===== config.mk =====
export PLATFORM = sky130hd
export DESIGN_NAME = cct_timer
export DESIGN_NICKNAME = d
export VERILOG_FILES = /design/src/cct_pkg.sv /design/src/cct_edge_detect.sv /design/src/cct_timer.sv
export VERILOG_INCLUDE_DIRS = /design/src
export SDC_FILE = /design/constraint.sdc
export NUM_CORES = 1
export LEC_CHECK = 0
export BUFFER_PORTS_ARGS = -buffer_cell sky130_fd_sc_hd__clkbuf_2
export CAP_MARGIN = 30
export CORE_MARGIN = 4
export CORE_UTILIZATION = 60
export CTS_CLUSTER_SIZE = 10
export DETAILED_ROUTE_END_ITERATION = 8
export PLACE_DENSITY = 0.78
export RECOVER_POWER = 25
export SETUP_SLACK_MARGIN = 0.4
export SLEW_MARGIN = 20
export SYNTH_ARGS = -nofsm -noshare
export SYNTH_HDL_FRONTEND = slang
export SYNTH_SLANG_ARGS = --single-unit

===== constraint.sdc =====
create_clock -name mclk -period 2.3 [get_ports mclk]
set_input_delay 0.46 -clock mclk [delete_from_list [all_inputs] [get_ports mclk]]
set_output_delay 0.46 -clock mclk [all_outputs]
set_load 0.005 [all_outputs]

===== src/cct_defines.svh =====
// offsets, field positions, reset values and counts of the capture/compare timer
`ifndef CCT_DEFINES_SVH
`define CCT_DEFINES_SVH
`define CCT_ADDR_CTRL1 4'h0
`define CCT_ADDR_CTRL2 4'h1
`define CCT_ADDR_STATUS 4'h2
`define CCT_ADDR_CMP1_HI 4'h3
`define CCT_ADDR_CMP1_LO 4'h4
`define CCT_ADDR_CMP2_HI 4'h5
`define CCT_ADDR_CMP2_LO 4'h6
`define CCT_ADDR_CAP1_HI 4'h7
`define CCT_ADDR_CAP1_LO 4'h8
`define CCT_ADDR_CAP2_HI 4'h9
`define CCT_ADDR_CAP2_LO 4'hA
`define CCT_ADDR_CNT_HI 4'hB
`define CCT_ADDR_CNT_LO 4'hC
`define CCT_C1_CAP_IE 7
`define CCT_C1_CMP_IE 6
`define CCT_C1_OVF_IE 5
`define CCT_C1_FORCE2 4
`define CCT_C1_FORCE1 3
`define CCT_C1_LEVEL2 2
`define CCT_C1_EDGE1 1
`define CCT_C1_LEVEL1 0
`define CCT_C2_PIN1_EN 7
`define CCT_C2_PIN2_EN 6
`define CCT_C2_ONE_PULSE 5
`define CCT_C2_PWM 4
`define CCT_C2_CLK_HI 3
`define CCT_C2_CLK_LO 2
`define CCT_C2_EDGE2 1
`define CCT_C2_EXT_EDGE 0
`define CCT_ST_CAP1 7
`define CCT_ST_CMP1 6
`define CCT_ST_OVF 5
`define CCT_ST_CAP2 4
`define CCT_ST_CMP2 3
`define CCT_CTRL_RESET 8'h00
`define CCT_CNT_RESET 16'hFFFC
`define CCT_CMP_RESET 16'h8000
`define CCT_DIV2 4'h1
`define CCT_DIV4 4'h3
`define CCT_DIV8 4'h7
`endif


===== src/cct_pkg.sv =====
// types of the capture/compare timer
package cct_pkg;
   typedef enum logic [1:0] {
      CCT_CLK_DIV4 = 2'h0,
      CCT_CLK_DIV2 = 2'h1,
      CCT_CLK_DIV8 = 2'h2,
      CCT_CLK_EXT = 2'h3
   } cct_clk_e;
   typedef enum logic [2:0] {
      CCT_RUN = 3'h1,
      CCT_HALT = 3'h2,
      CCT_WAKE = 3'h4
   } cct_pwr_e;
endpackage


===== src/cct_edge_detect.sv =====
// edge detector with selectable polarity for synchronous pins
`timescale 1ns/100ps
`default_nettype none
module cct_edge_detect (
   input wire logic mclk,
   input wire logic reset_n,
   input wire logic pin,
   input wire logic rising,
   output logic hit
);
   logic last;
   logic primed;
   // the first sample after reset only loads last, so a pin resting high gives no false edge
   always_ff @(posedge mclk or negedge reset_n) begin
      if (!reset_n) begin
         last <= 1'b0;
         primed <= 1'b0;
      end else begin
         last <= pin;
         primed <= 1'b1;
      end
   end
   // zero selects falling, one selects rising
   assign hit = primed & (rising ? (pin & ~last) : (~pin & last));
endmodule // cct_edge_detect
`default_nettype wire


===== src/cct_timer.sv =====
// capture/compare timer: control registers, counter, captures, compares, modes, interrupt
`timescale 1ns/100ps
`default_nettype none
`include "cct_defines.svh"
module cct_timer #(
   parameter bit HAS_EXT_PIN = 1'b1
) (
   input wire logic mclk,
   input wire logic reset_n,
   input wire logic [3:0] regAddr,
   input wire logic [7:0] regWdata,
   input wire logic regWrite,
   input wire logic regRead,
   output logic [7:0] regRdata,
   input wire logic haltMode,
   input wire logic globalIrqMask,
   input wire logic captureOneInput,
   input wire logic captureTwoInput,
   input wire logic externalCountClockPin,
   output logic timerIrq,
   output logic compareOnePin,
   output logic compareOnePinEnable,
   output logic compareTwoPin,
   output logic compareTwoPinEnable
);
   logic [7:0] timerControlOne;
   logic [7:0] timerControlTwo;
   logic [15:0] counter;
   logic [15:0] compareOneValue;
   logic [15:0] compareTwoValue;
   logic [15:0] captureOneValue;
   logic [15:0] captureTwoValue;
   logic [7:0] cmp1HiHold;
   logic [7:0] cmp2HiHold;
   logic captureOneFlag, captureTwoFlag, compareOneFlag, compareTwoFlag, overflowFlag;
   logic [3:0] prescale;
   logic statusSeen;
   logic armOne, armTwo;
   cct_pkg::cct_pwr_e pwrState;
   logic edgeOne, edgeTwo, edgeExt;
   logic tick, pwmMode, onePulseMode, running, wakeNow;
   logic matchOne, matchTwo, overflowNow;
   logic capOneEvt, capTwoEvt;
   logic next_irq;
   cct_pkg::cct_clk_e clkSel;

   // bus side strobes, one cycle each
   wire wrCtrl1 = regWrite && regAddr == `CCT_ADDR_CTRL1;
   wire wrCtrl2 = regWrite && regAddr == `CCT_ADDR_CTRL2;
   wire rdStatus = regRead && regAddr == `CCT_ADDR_STATUS;
   wire accCnt = (regRead || regWrite) && regAddr == `CCT_ADDR_CNT_LO;
   wire accCap1 = regRead && regAddr == `CCT_ADDR_CAP1_LO;
   wire accCap2 = regRead && regAddr == `CCT_ADDR_CAP2_LO;
   wire accCmp1 = (regRead || regWrite) && regAddr == `CCT_ADDR_CMP1_LO;
   wire accCmp2 = (regRead || regWrite) && regAddr == `CCT_ADDR_CMP2_LO;

   assign clkSel = cct_pkg::cct_clk_e'(timerControlTwo[`CCT_C2_CLK_HI:`CCT_C2_CLK_LO]);
   assign pwmMode = timerControlTwo[`CCT_C2_PWM];
   assign onePulseMode = timerControlTwo[`CCT_C2_ONE_PULSE] & ~pwmMode;
   assign running = pwrState == cct_pkg::CCT_RUN;
   assign wakeNow = pwrState == cct_pkg::CCT_WAKE;

   cct_edge_detect u_edge_one (
      .mclk(mclk),
      .reset_n(reset_n),
      .pin(captureOneInput),
      .rising(timerControlOne[`CCT_C1_EDGE1]),
      .hit(edgeOne)
   );
   cct_edge_detect u_edge_two (
      .mclk(mclk),
      .reset_n(reset_n),
      .pin(captureTwoInput),
      .rising(timerControlTwo[`CCT_C2_EDGE2]),
      .hit(edgeTwo)
   );
   cct_edge_detect u_edge_ext (
      .mclk(mclk),
      .reset_n(reset_n),
      .pin(externalCountClockPin),
      .rising(timerControlTwo[`CCT_C2_EXT_EDGE]),
      .hit(edgeExt)
   );

   function automatic logic divDone(input logic [3:0] cnt, input cct_pkg::cct_clk_e sel);
      unique case (sel)
         cct_pkg::CCT_CLK_DIV2: divDone = cnt[0] == 1'(`CCT_DIV2);
         cct_pkg::CCT_CLK_DIV4: divDone = cnt[1:0] == 2'(`CCT_DIV4);
         cct_pkg::CCT_CLK_DIV8: divDone = cnt[2:0] == 3'(`CCT_DIV8);
         cct_pkg::CCT_CLK_EXT: divDone = 1'b0;
      endcase
   endfunction

   // counter tick; external needs a pin, else counting stops
   always_comb begin
      if (clkSel == cct_pkg::CCT_CLK_EXT) begin
         tick = HAS_EXT_PIN && edgeExt && running;
      end else begin
         tick = running && divDone(prescale, clkSel);
      end
   end

   // halt freezes the prescaler too, so no tick sneaks out on wake
   always_ff @(posedge mclk or negedge reset_n) begin
      if (!reset_n) begin
         prescale <= 4'h0;
      end else if (running) begin
         prescale <= prescale + 4'h1;
      end
   end

   // wait is not an input at all: the timer runs straight through it
   always_ff @(posedge mclk or negedge reset_n) begin
      if (!reset_n) begin
         pwrState <= cct_pkg::CCT_RUN;
      end else begin
         unique case (pwrState)
            cct_pkg::CCT_RUN: if (haltMode) begin
               pwrState <= cct_pkg::CCT_HALT;
            end
            cct_pkg::CCT_HALT: if (!haltMode) begin
               pwrState <= cct_pkg::CCT_WAKE;
            end
            cct_pkg::CCT_WAKE: begin
               pwrState <= haltMode ? cct_pkg::CCT_HALT : cct_pkg::CCT_RUN;
            end
         endcase
      end
   end

   // edges seen while halted are remembered until wake
   always_ff @(posedge mclk or negedge reset_n) begin
      if (!reset_n) begin
         armOne <= 1'b0;
         armTwo <= 1'b0;
      end else if (wakeNow) begin
         armOne <= 1'b0;
         armTwo <= 1'b0;
      end else if (pwrState == cct_pkg::CCT_HALT) begin
         armOne <= armOne | edgeOne;
         armTwo <= armTwo | edgeTwo;
      end
   end

   assign matchOne = tick && counter == compareOneValue;
   assign matchTwo = tick && counter == compareTwoValue;
   assign overflowNow = tick && counter == 16'hFFFF;
   // capture one is disconnected in pulse-width mode
   assign capOneEvt = !pwmMode && ((running && edgeOne) || (wakeNow && armOne));
   assign capTwoEvt = (running && edgeTwo) || (wakeNow && armTwo);

   // counter holds in halt; reset restarts from reset value
   always_ff @(posedge mclk or negedge reset_n) begin
      if (!reset_n) begin
         counter <= `CCT_CNT_RESET;
      end else if (regWrite && regAddr == `CCT_ADDR_CNT_LO) begin
         counter <= `CCT_CNT_RESET;
      end else if (onePulseMode && running && edgeOne) begin
         counter <= `CCT_CNT_RESET;
      end else if (pwmMode && matchTwo) begin
         counter <= `CCT_CNT_RESET;
      end else if (tick) begin
         counter <= counter + 16'h0001;
      end
   end

   always_ff @(posedge mclk or negedge reset_n) begin
      if (!reset_n) begin
         timerControlOne <= `CCT_CTRL_RESET;
         timerControlTwo <= `CCT_CTRL_RESET;
      end else begin
         if (wrCtrl1) begin
            timerControlOne <= regWdata;
         end
         if (wrCtrl2) begin
            timerControlTwo <= regWdata;
         end
      end
   end

   // compare values: high byte held until low byte written
   always_ff @(posedge mclk or negedge reset_n) begin
      if (!reset_n) begin
         compareOneValue <= `CCT_CMP_RESET;
         compareTwoValue <= `CCT_CMP_RESET;
         cmp1HiHold <= 8'h80;
         cmp2HiHold <= 8'h80;
      end else begin
         if (regWrite && regAddr == `CCT_ADDR_CMP1_HI) begin
            cmp1HiHold <= regWdata;
         end
         if (regWrite && regAddr == `CCT_ADDR_CMP2_HI) begin
            cmp2HiHold <= regWdata;
         end
         if (regWrite && regAddr == `CCT_ADDR_CMP1_LO) begin
            compareOneValue <= {cmp1HiHold, regWdata};
         end
         if (regWrite && regAddr == `CCT_ADDR_CMP2_LO) begin
            compareTwoValue <= {cmp2HiHold, regWdata};
         end
      end
   end

   // capture registers; one-pulse mode loads capture one with the reset value plus one, pulse-width mode never loads it
   always_ff @(posedge mclk or negedge reset_n) begin
      if (!reset_n) begin
         captureOneValue <= 16'h0000;
         captureTwoValue <= 16'h0000;
      end else begin
         if (capOneEvt) begin
            captureOneValue <= onePulseMode ? `CCT_CNT_RESET + 16'h0001 : counter;
         end
         if (capTwoEvt) begin
            captureTwoValue <= counter;
         end
      end
   end

   // a flag clears on a status read followed by its data access; set wins
   always_ff @(posedge mclk or negedge reset_n) begin
      if (!reset_n) begin
         statusSeen <= 1'b0;
      end else if (rdStatus) begin
         statusSeen <= 1'b1;
      end else if (accCnt || accCap1 || accCap2 || accCmp1 || accCmp2) begin
         statusSeen <= 1'b0;
      end
   end

   always_ff @(posedge mclk or negedge reset_n) begin
      if (!reset_n) begin
         captureOneFlag <= 1'b0;
         captureTwoFlag <= 1'b0;
         compareOneFlag <= 1'b0;
         compareTwoFlag <= 1'b0;
         overflowFlag <= 1'b0;
      end else begin
         // pulse-width wrap reports through capture one
         if (capOneEvt || (pwmMode && matchTwo)) begin
            captureOneFlag <= 1'b1;
         end else if (statusSeen && accCap1) begin
            captureOneFlag <= 1'b0;
         end
         if (capTwoEvt) begin
            captureTwoFlag <= 1'b1;
         end else if (statusSeen && accCap2) begin
            captureTwoFlag <= 1'b0;
         end
         // compare runs whatever the pin enable; no events in pulse-width
         if (matchOne && !pwmMode && !onePulseMode) begin
            compareOneFlag <= 1'b1;
         end else if (statusSeen && accCmp1) begin
            compareOneFlag <= 1'b0;
         end
         if (matchTwo && !pwmMode) begin
            compareTwoFlag <= 1'b1;
         end else if (statusSeen && accCmp2) begin
            compareTwoFlag <= 1'b0;
         end
         if (overflowNow) begin
            overflowFlag <= 1'b1;
         end else if (statusSeen && accCnt) begin
            overflowFlag <= 1'b0;
         end
      end
   end

   // one shared level request; halt wake is not its job
   always_comb begin
      next_irq = !globalIrqMask && (
         (timerControlOne[`CCT_C1_CAP_IE] && (captureOneFlag || captureTwoFlag)) ||
         (timerControlOne[`CCT_C1_CMP_IE] && (compareOneFlag || compareTwoFlag)) ||
         (timerControlOne[`CCT_C1_OVF_IE] && overflowFlag));
   end

   always_ff @(posedge mclk or negedge reset_n) begin
      if (!reset_n) begin
         timerIrq <= 1'b0;
      end else begin
         timerIrq <= next_irq;
      end
   end

   // output waveforms; force bits have no effect in the special modes
   always_ff @(posedge mclk or negedge reset_n) begin
      if (!reset_n) begin
         compareOnePin <= 1'b0;
         compareTwoPin <= 1'b0;
      end else begin
         if (pwmMode) begin
            if (matchTwo) begin
               compareOnePin <= timerControlOne[`CCT_C1_LEVEL2];
            end else if (matchOne) begin
               compareOnePin <= timerControlOne[`CCT_C1_LEVEL1];
            end
         end else if (onePulseMode) begin
            if (running && edgeOne) begin
               compareOnePin <= timerControlOne[`CCT_C1_LEVEL2];
            end else if (matchOne) begin
               compareOnePin <= timerControlOne[`CCT_C1_LEVEL1];
            end
         end else begin
            if (matchOne || (wrCtrl1 && regWdata[`CCT_C1_FORCE1])) begin
               // forced writes use the level being written
               compareOnePin <= wrCtrl1 ? regWdata[`CCT_C1_LEVEL1] : timerControlOne[`CCT_C1_LEVEL1];
            end
            if (matchTwo || (wrCtrl1 && regWdata[`CCT_C1_FORCE2])) begin
               compareTwoPin <= wrCtrl1 ? regWdata[`CCT_C1_LEVEL2] : timerControlOne[`CCT_C1_LEVEL2];
            end
         end
      end
   end

   // pin enable only routes; active low, low while the timer drives
   always_ff @(posedge mclk or negedge reset_n) begin
      if (!reset_n) begin
         compareOnePinEnable <= 1'b1;
         compareTwoPinEnable <= 1'b1;
      end else begin
         compareOnePinEnable <= ~timerControlTwo[`CCT_C2_PIN1_EN];
         compareTwoPinEnable <= ~timerControlTwo[`CCT_C2_PIN2_EN] | onePulseMode | pwmMode;
      end
   end

   always_ff @(posedge mclk or negedge reset_n) begin
      if (!reset_n) begin
         regRdata <= 8'h00;
      end else if (regRead) begin
         unique case (regAddr)
            `CCT_ADDR_CTRL1: regRdata <= timerControlOne;
            `CCT_ADDR_CTRL2: regRdata <= timerControlTwo;
            `CCT_ADDR_STATUS: regRdata <= {captureOneFlag, compareOneFlag, overflowFlag,
                                           captureTwoFlag, compareTwoFlag, 3'h0};
            `CCT_ADDR_CMP1_HI: regRdata <= compareOneValue[15:8];
            `CCT_ADDR_CMP1_LO: regRdata <= compareOneValue[7:0];
            `CCT_ADDR_CMP2_HI: regRdata <= compareTwoValue[15:8];
            `CCT_ADDR_CMP2_LO: regRdata <= compareTwoValue[7:0];
            `CCT_ADDR_CAP1_HI: regRdata <= captureOneValue[15:8];
            `CCT_ADDR_CAP1_LO: regRdata <= captureOneValue[7:0];
            `CCT_ADDR_CAP2_HI: regRdata <= captureTwoValue[15:8];
            `CCT_ADDR_CAP2_LO: regRdata <= captureTwoValue[7:0];
            `CCT_ADDR_CNT_HI: regRdata <= counter[15:8];
            `CCT_ADDR_CNT_LO: regRdata <= counter[7:0];
            default: regRdata <= 8'h00;
         endcase
      end else begin
         regRdata <= 8'h00;
      end
   end
endmodule // cct_timer
`default_nettype wire


# Yosys cells after proc, flatten, opt, wreduce, memory -nomap -nowiden
# Index checks and enable logic that the tools add are counted.
# W data, S select, Z words.
[word_totals]
word_cells = 191
out_inout_bits = 13
ff_bits = 144
[op_classes]
n_mux = 41
addsub = 2
n_reduce_logical = 70
n_bitwise = 24
n_eq_ne = 25
[ops]
columns = ["operator", "count"]
rows = [
  ["$pmux W8 S13", 1],
  ["$mux W16", 5],
  ["$logic_and A1 B1 Y1", 40],
  ["$eq A16 B16 Y1", 2],
  ["$mux W1", 29],
  ["$eq A4 B4 Y1 const B", 5],
  ["$add A16 B1 Y16 const B", 1],
  ["$eq A16 B16 Y1 const B", 1],
  ["$eq A4 B3 Y1 const B", 4],
  ["$logic_or A1 B1 Y1", 14],
  ["$reduce_bool A2 Y1", 7],
  ["$and A1 B1 Y1", 10],
  ["$not A1 Y1", 10],
  ["$pmux W3 S3", 1],
  ["$eq A4 B2 Y1 const B", 2],
  ["$mux W8", 1],
  ["$eq A2 B2 Y1 const B", 3],
  ["$eq A3 B3 Y1 const B", 2],
  ["$mux W3", 2],
  ["$add A4 B1 Y4 const B", 1],
  ["$eq A4 B1 Y1 const B", 1],
  ["$logic_not A4 Y1", 1],
  ["$ne A2 B2 Y1 const B", 2],
  ["$or A1 B1 Y1", 4],
  ["other kinds (11)", 13],
]

# Depth between registers and ports, before layout
[logic_depth]
ltp_word = 11
mapped_depth = 9
depth_no_buf = 8

# Modules after synthesis
# A second synthesis with hierarchy kept.
[unflattened]
hier_cells = 624
area_unflattened_um2 = 7191.9
[by_module_without_submodules]
columns = ["module", "seq_area_each_um2", "area_per_inst_um2", "instances", "cells_per_inst"]
rows = [
  ["cct_timer", 3504.6, 6959.2, 1, 606],
  ["cct_edge_detect", 50.0, 77.6, 3, 6],
]

# Worst setup path after synthesis
# OpenSTA, ideal clock, no wires.
[synth_timing]
kind = "reg2reg"
start = "reg prescale[0]"
end = "reg counter[14]"
path_slack_ps = 236
period_less_slack_ps = 2064
arrival_ps = 1986
n_path_buf = 1
path_stages_with_launch = 10
setup_time_ps = 78
cell_sequence = "dfrtp_1 > ha_1 > ha_1 > mux2_4 > o21a_1 > o21a_4 > and2_4 > a221oi_4 > buf_6 > nand2_1"
[synth_between]
elab_chain_cells = 10
word_cells_on_any_way = 12
[synth_lines]
columns = ["element", "line", "rtl"]
rows = [
  ["start: declaration", "cct_timer.sv:36", "logic [3:0] prescale;"],
  ["start signal: assignment", "cct_timer.sv:108", "prescale <= prescale + 4'h1;"],
  ["$eq A3 B3 Y1 or $eq A2 B2 Y1 (tied branches)", "cct_timer.sv:89, cct_timer.sv:88", ""],
  ["$pmux W1 S3 *", "cct_timer.sv:86", "unique case (sel)"],
  ["$mux W1 *", "cct_timer.sv:96", "if (clkSel == cct_pkg::CCT_CLK_EXT) begin"],
  ["$logic_and A1 B1 Y1 *", "cct_timer.sv:99", "tick = running && divDone(prescale, clkSel);"],
  ["$mux W1 *", "cct_timer.sv:96", ""],
  ["$logic_and A1 B1 Y1", "cct_timer.sv:146", "assign matchTwo = tick && counter == compareTwoValue;"],
  ["$logic_and A1 B1 Y1", "cct_timer.sv:160", "end else if (pwmMode && matchTwo) begin"],
  ["$mux W16", "cct_timer.sv:160", ""],
  ["$mux W16", "cct_timer.sv:158", "end else if (onePulseMode && running && edgeOne) begin"],
  ["$mux W16", "cct_timer.sv:156", "end else if (regWrite && regAddr == `CCT_ADDR_CNT_LO) begin"],
  ["end signal: assignment", "cct_timer.sv:157", "counter <= `CCT_CNT_RESET;"],
  ["end signal: assignment", "cct_timer.sv:159", "counter <= `CCT_CNT_RESET;"],
  ["end signal: assignment", "cct_timer.sv:161", "counter <= `CCT_CNT_RESET;"],
  ["end: declaration", "cct_timer.sv:28", "logic [15:0] counter;"],
]
# Mark *: on every way between the ends. The rest lies on a longest branch, timed or not. The select of a mux whose other input is x is not followed.
# A chain may end at the register's enable or synchronous reset.

# Worst setup path after layout
[layout_timing]
start = "reg counter[14]"
end = "reg compareOnePin"
[layout_between]
elab_chain_cells = 6
word_cells_on_any_way = 11
[layout_lines]
columns = ["element", "line", "rtl"]
rows = [
  ["start signal: assignment", "cct_timer.sv:155", "counter <= `CCT_CNT_RESET;"],
  ["start signal: assignment", "cct_timer.sv:157", ""],
  ["start signal: assignment", "cct_timer.sv:159", ""],
  ["$eq A16 B16 Y1", "cct_timer.sv:145", "assign matchOne = tick && counter == compareOneValue;"],
  ["$logic_and A1 B1 Y1", "cct_timer.sv:145", ""],
  ["$mux W1 (3 in a row)", "n/a", ""],
  ["$mux W1", "cct_timer.sv:290", "if (pwmMode) begin"],
  ["end signal: assignment", "cct_timer.sv:292", "compareOnePin <= timerControlOne[`CCT_C1_LEVEL2];"],
  ["end signal: assignment", "cct_timer.sv:294", "compareOnePin <= timerControlOne[`CCT_C1_LEVEL1];"],
  ["end signal: assignment", "cct_timer.sv:298", "compareOnePin <= timerControlOne[`CCT_C1_LEVEL2];"],
  ["end: declaration", "cct_timer.sv:21", "output logic compareOnePin,"],
]
# Parallel ways exist; a longest one is shown, timed or not.

==> results_dict.tcl <==
set metrics [dict create \
    fmax_mhz 462.9 \
    final_common_cell "dfrtp_1" \
    yosysWarnings 0 \
    async_reset_ff_frac 1.000 \
    antenna_found_initial 0 \
    cap_viol_max_count 1 \
    synth_top_family_by_area "multiplexers" \
    area_growth_syn_to_layout_pct 17.32 \
    grt_max_degree 62 \
    hold_violations 0 \
    gr-total-overflow 0 \
    yosysTopAreaCell "dfrtp_1" \
    rsz0062_at_grt "yes" \
    dp_hpwl_um 15320 \
    synth_compound_area_frac 0.1219 \
    min_to "u_edge_two.last$_DFF_PN0_" \
    clock_path_buffers 2 \
    synth-edff-count 0 \
    vdd_drop_max_mv 0.8748 \
    tightest_slew_ns 1.496 \
    syn-cell-area_um2 7204 \
    start_kind "flop" \
    final_cell_mix "dfrtp_1 (122), mux2_2 (85), nand2_1 (51), buf_4 (50), xnor2_1 (36)" \
    cp.required_ns 2.64 \
    cts_tree "yes" \
    outcome "finished, violations left" \
    synth.area.top_cells "dfrtp_1 (42%), mux2_2 (13%), dfstp_2 (7.7%)" \
    synthFlopType "dfrtp_1" \
    synth.top_cell.area_share 0.4238 \
    drive_above_1_share 0.3558 \
    min_path_type "input pin to flop" \
    wirelength_um 20890 \
    max_stage_delay_ns 0.60 \
    start_util 0.6230 \
    reg2reg_slack_ns 0.14 \
    cts_buffers 17 \
    cts_max_level 4 \
    slew_viol_final 0 \
    path_delay_family "simple AND/OR/NAND/NOR gates" \
    first_iter_violations 827 \
    synthMuxAreaShare 0.1589 \
    die-area_um2 13830 \
    ys_types 67 \
    power.density_nw_per_um2 992.1 \
    via_count 5606 \
    synth_xor_xnor_area_share 0.05714 \
    viasPerCell 6.564 \
    grtUsageTotal 0.3146 \
    grt_pass1_wl_um 33250 \
    die_y_um 117.6 \
    slew_headroom 0.002778 \
    netlist_instances 631 \
    reg2regPathDepth 7 \
    finalSetupViolations 0 \
    hold_depth 1 \
    post-route-util 0.7308 \
    core_um2 11560 \
    synth_fa_ha_area_frac 0.005210 \
    place_inst 816 \
    gp_congestion 1.019 \
    port_buffers 33 \
    routedWlPerCell_um 24.46 \
    endpoint_kind "flop" \
    crit_chain "xnor2_1 > nand4_1 > nor4_2 > buf_4 > and2_1 > mux2_2 > a22oi_2" \
    clk_latency_ns 0.42 \
    fin_ws_ns 0.1398 \
    violations "capacitance limit" \
    final_cells 854 \
    grt_pass1_vias 5711 \
    crit_slowest_cell "dfstp_2" \
    path_max_fanout 4 \
    min_period_over_period 0.9392 \
    hp-start "captureTwoInput" \
    reg2reg_to "compareOnePin$_DFFE_PN0P_" \
    crit_buf_inv 1 \
    ctsRootBufferMaster "clkbuf_16" \
    post-place-ws_ns -0.09768 \
    synth-simple-area-share 0.1207 \
    worstSetupPathType "flop to flop" \
    dr.pass1.iters 6 \
    row_count 39 \
    ioPinCount 34 \
    clock_skew_ns 0.004641 \
    syn_area_per_cell_um2 11.42 \
    ys_seq_area_frac 0.5003 \
    dieWidth_um 117.6 \
    postRouteAntennaNets 0 \
    arrival_ns 2.50 \
    syn-num-nets 655 \
    ys_ff_latch 143 \
    rr_startpoint "counter[14]$_DFFE_PN1P_" \
    antenna_cells 0 \
    finalCriticalPeriod_ns 2.160 \
    fin_nets 722 \
    cts.sink_count 143 \
    post-route-drc-count 0 \
    leakage_nw 3.536 \
    path_depth 7 \
    path_clk_slew_ns 0.06 \
]
[registers in the layout, summed over array words and instances, names as in the netlist, 8 cells and up]
register / flops
timerControlTwo: 8
regRdata: 8
captureTwoValue: 16
compareOneValue: 16
counter: 16
compareTwoValue: 16
captureOneValue: 16
cmp2HiHold: 8
cmp1HiHold: 8
timerControlOne: 8
[how the worst max path moves through the flow]
stage | slack [ns] | start | end
floorplan | 0.24 | prescale[1]$_DFFE_PN0P_ | counter[15]$_DFFE_PN1P_
global placement | -0.06 | prescale[1]$_DFFE_PN0P_ | counter[0]$_DFFE_PN0P_
detailed placement | -0.1 | prescale[1]$_DFFE_PN0P_ | counter[3]$_DFFE_PN1P_
CTS | 0.17 | counter[8]$_DFFE_PN1P_ | compareOnePin$_DFFE_PN0P_
global route | 0.08 | prescale[1]$_DFFE_PN0P_ | counter[1]$_DFFE_PN0P_
finish | 0.14 | counter[14]$_DFFE_PN1P_ | compareOnePin$_DFFE_PN0P_
[power by group]
group	total, mW	switching, mW	internal (mW)	leakage [nW]
Clock	2.65	1.04	1.61	0.279
Combinational	1.88	0.882	1.00	1.57
Sequential	3.85	0.641	3.21	1.68
[per-layer routing]
| layer | global-route usage | wire length [um] | up-vias |
|---|---|---|---|
| met3 | 0.06631 | 1965 | 45 |
| met2 | 0.4834 | 9605 | 283 |
| met5 | 0 | 0 | - |
| met4 | 0.1223 | 649 | 0 |
| li1 | - | - | 2418 |
| met1 | 0.4417 | 8671 | 2860 |
[what timing repair did]
action	4_1_cts	5_1_grt
pin swaps	5	0
setup endpoints to repair	19	51
hold buffers	0	0
buffers inserted	4	2
gates resized for setup	5	5
[final cells by class]
class,count,area [um^2]
flip-flops and latches,143,3605
multi-input cells,434,3402
fillers,821,3113
repair buffers,91,659.4
clock buffers,20,446.7
well taps,143,178.9
clock inverters,12,118.9
inverters,11,41.29
[logic make-up (layout without fill, tap and decap cells)]
kind of cell / Yosys count / count (layout)
adders and majority gates: 3 / 3
xor gates and xnor gates: 47 / 47
muxes: 99 / 99
other: 1 / 1
DFF: 143 / 143
buffers and inverters: 54 / 134
and+or+nand+nor: 164 / 164
AOI/OAI and AO/OA: 120 / 120
[stage by stage]
step           hold WS (ns)  total power, mW  setup TNS [ns]  cell area [um^2]
3_3_place_gp         0.4444            5.586         -0.1446              7811
5_1_grt              0.1904            8.761               0              8452
2_1_floorplan        0.1644            4.908               0              7223
3_5_place_dp         0.4518            5.690         -0.8105              7811
6_report             0.1897            8.385               0              8452
4_1_cts             0.02293            8.379               0              8448
[worst register-to-register path: stages, from the launching register on]
cell and delay [ns]:
dfstp_2 0.60, xnor2_1 0.15, nand4_1 0.12, nor4_2 0.35
buf_4 0.17, and2_1 0.16, mux2_2 0.35, a22oi_2 0.18
[Yosys cell counts (4+ instances only)]
cell type	count
a21oi_1	19
a221oi_1	4
a22o_1	7
a22oi_1	14
a31oi_1	8
a32oi_1	5
and3_1	4
buf_2	26
clkbuf_1	12
dfrtp_1	122
dfstp_2	21
inv_1	11
mux2_2	85
mux2i_1	9
nand2_1	51
nand2b_1	6
nand3_1	11
nand4_1	19
nor2_1	26
nor2b_1	14
o21ai_0	20
o22a_1	16
or3_1	4
xnor2_1	37
xor2_1	10
(Power assumes the default switching activity.)
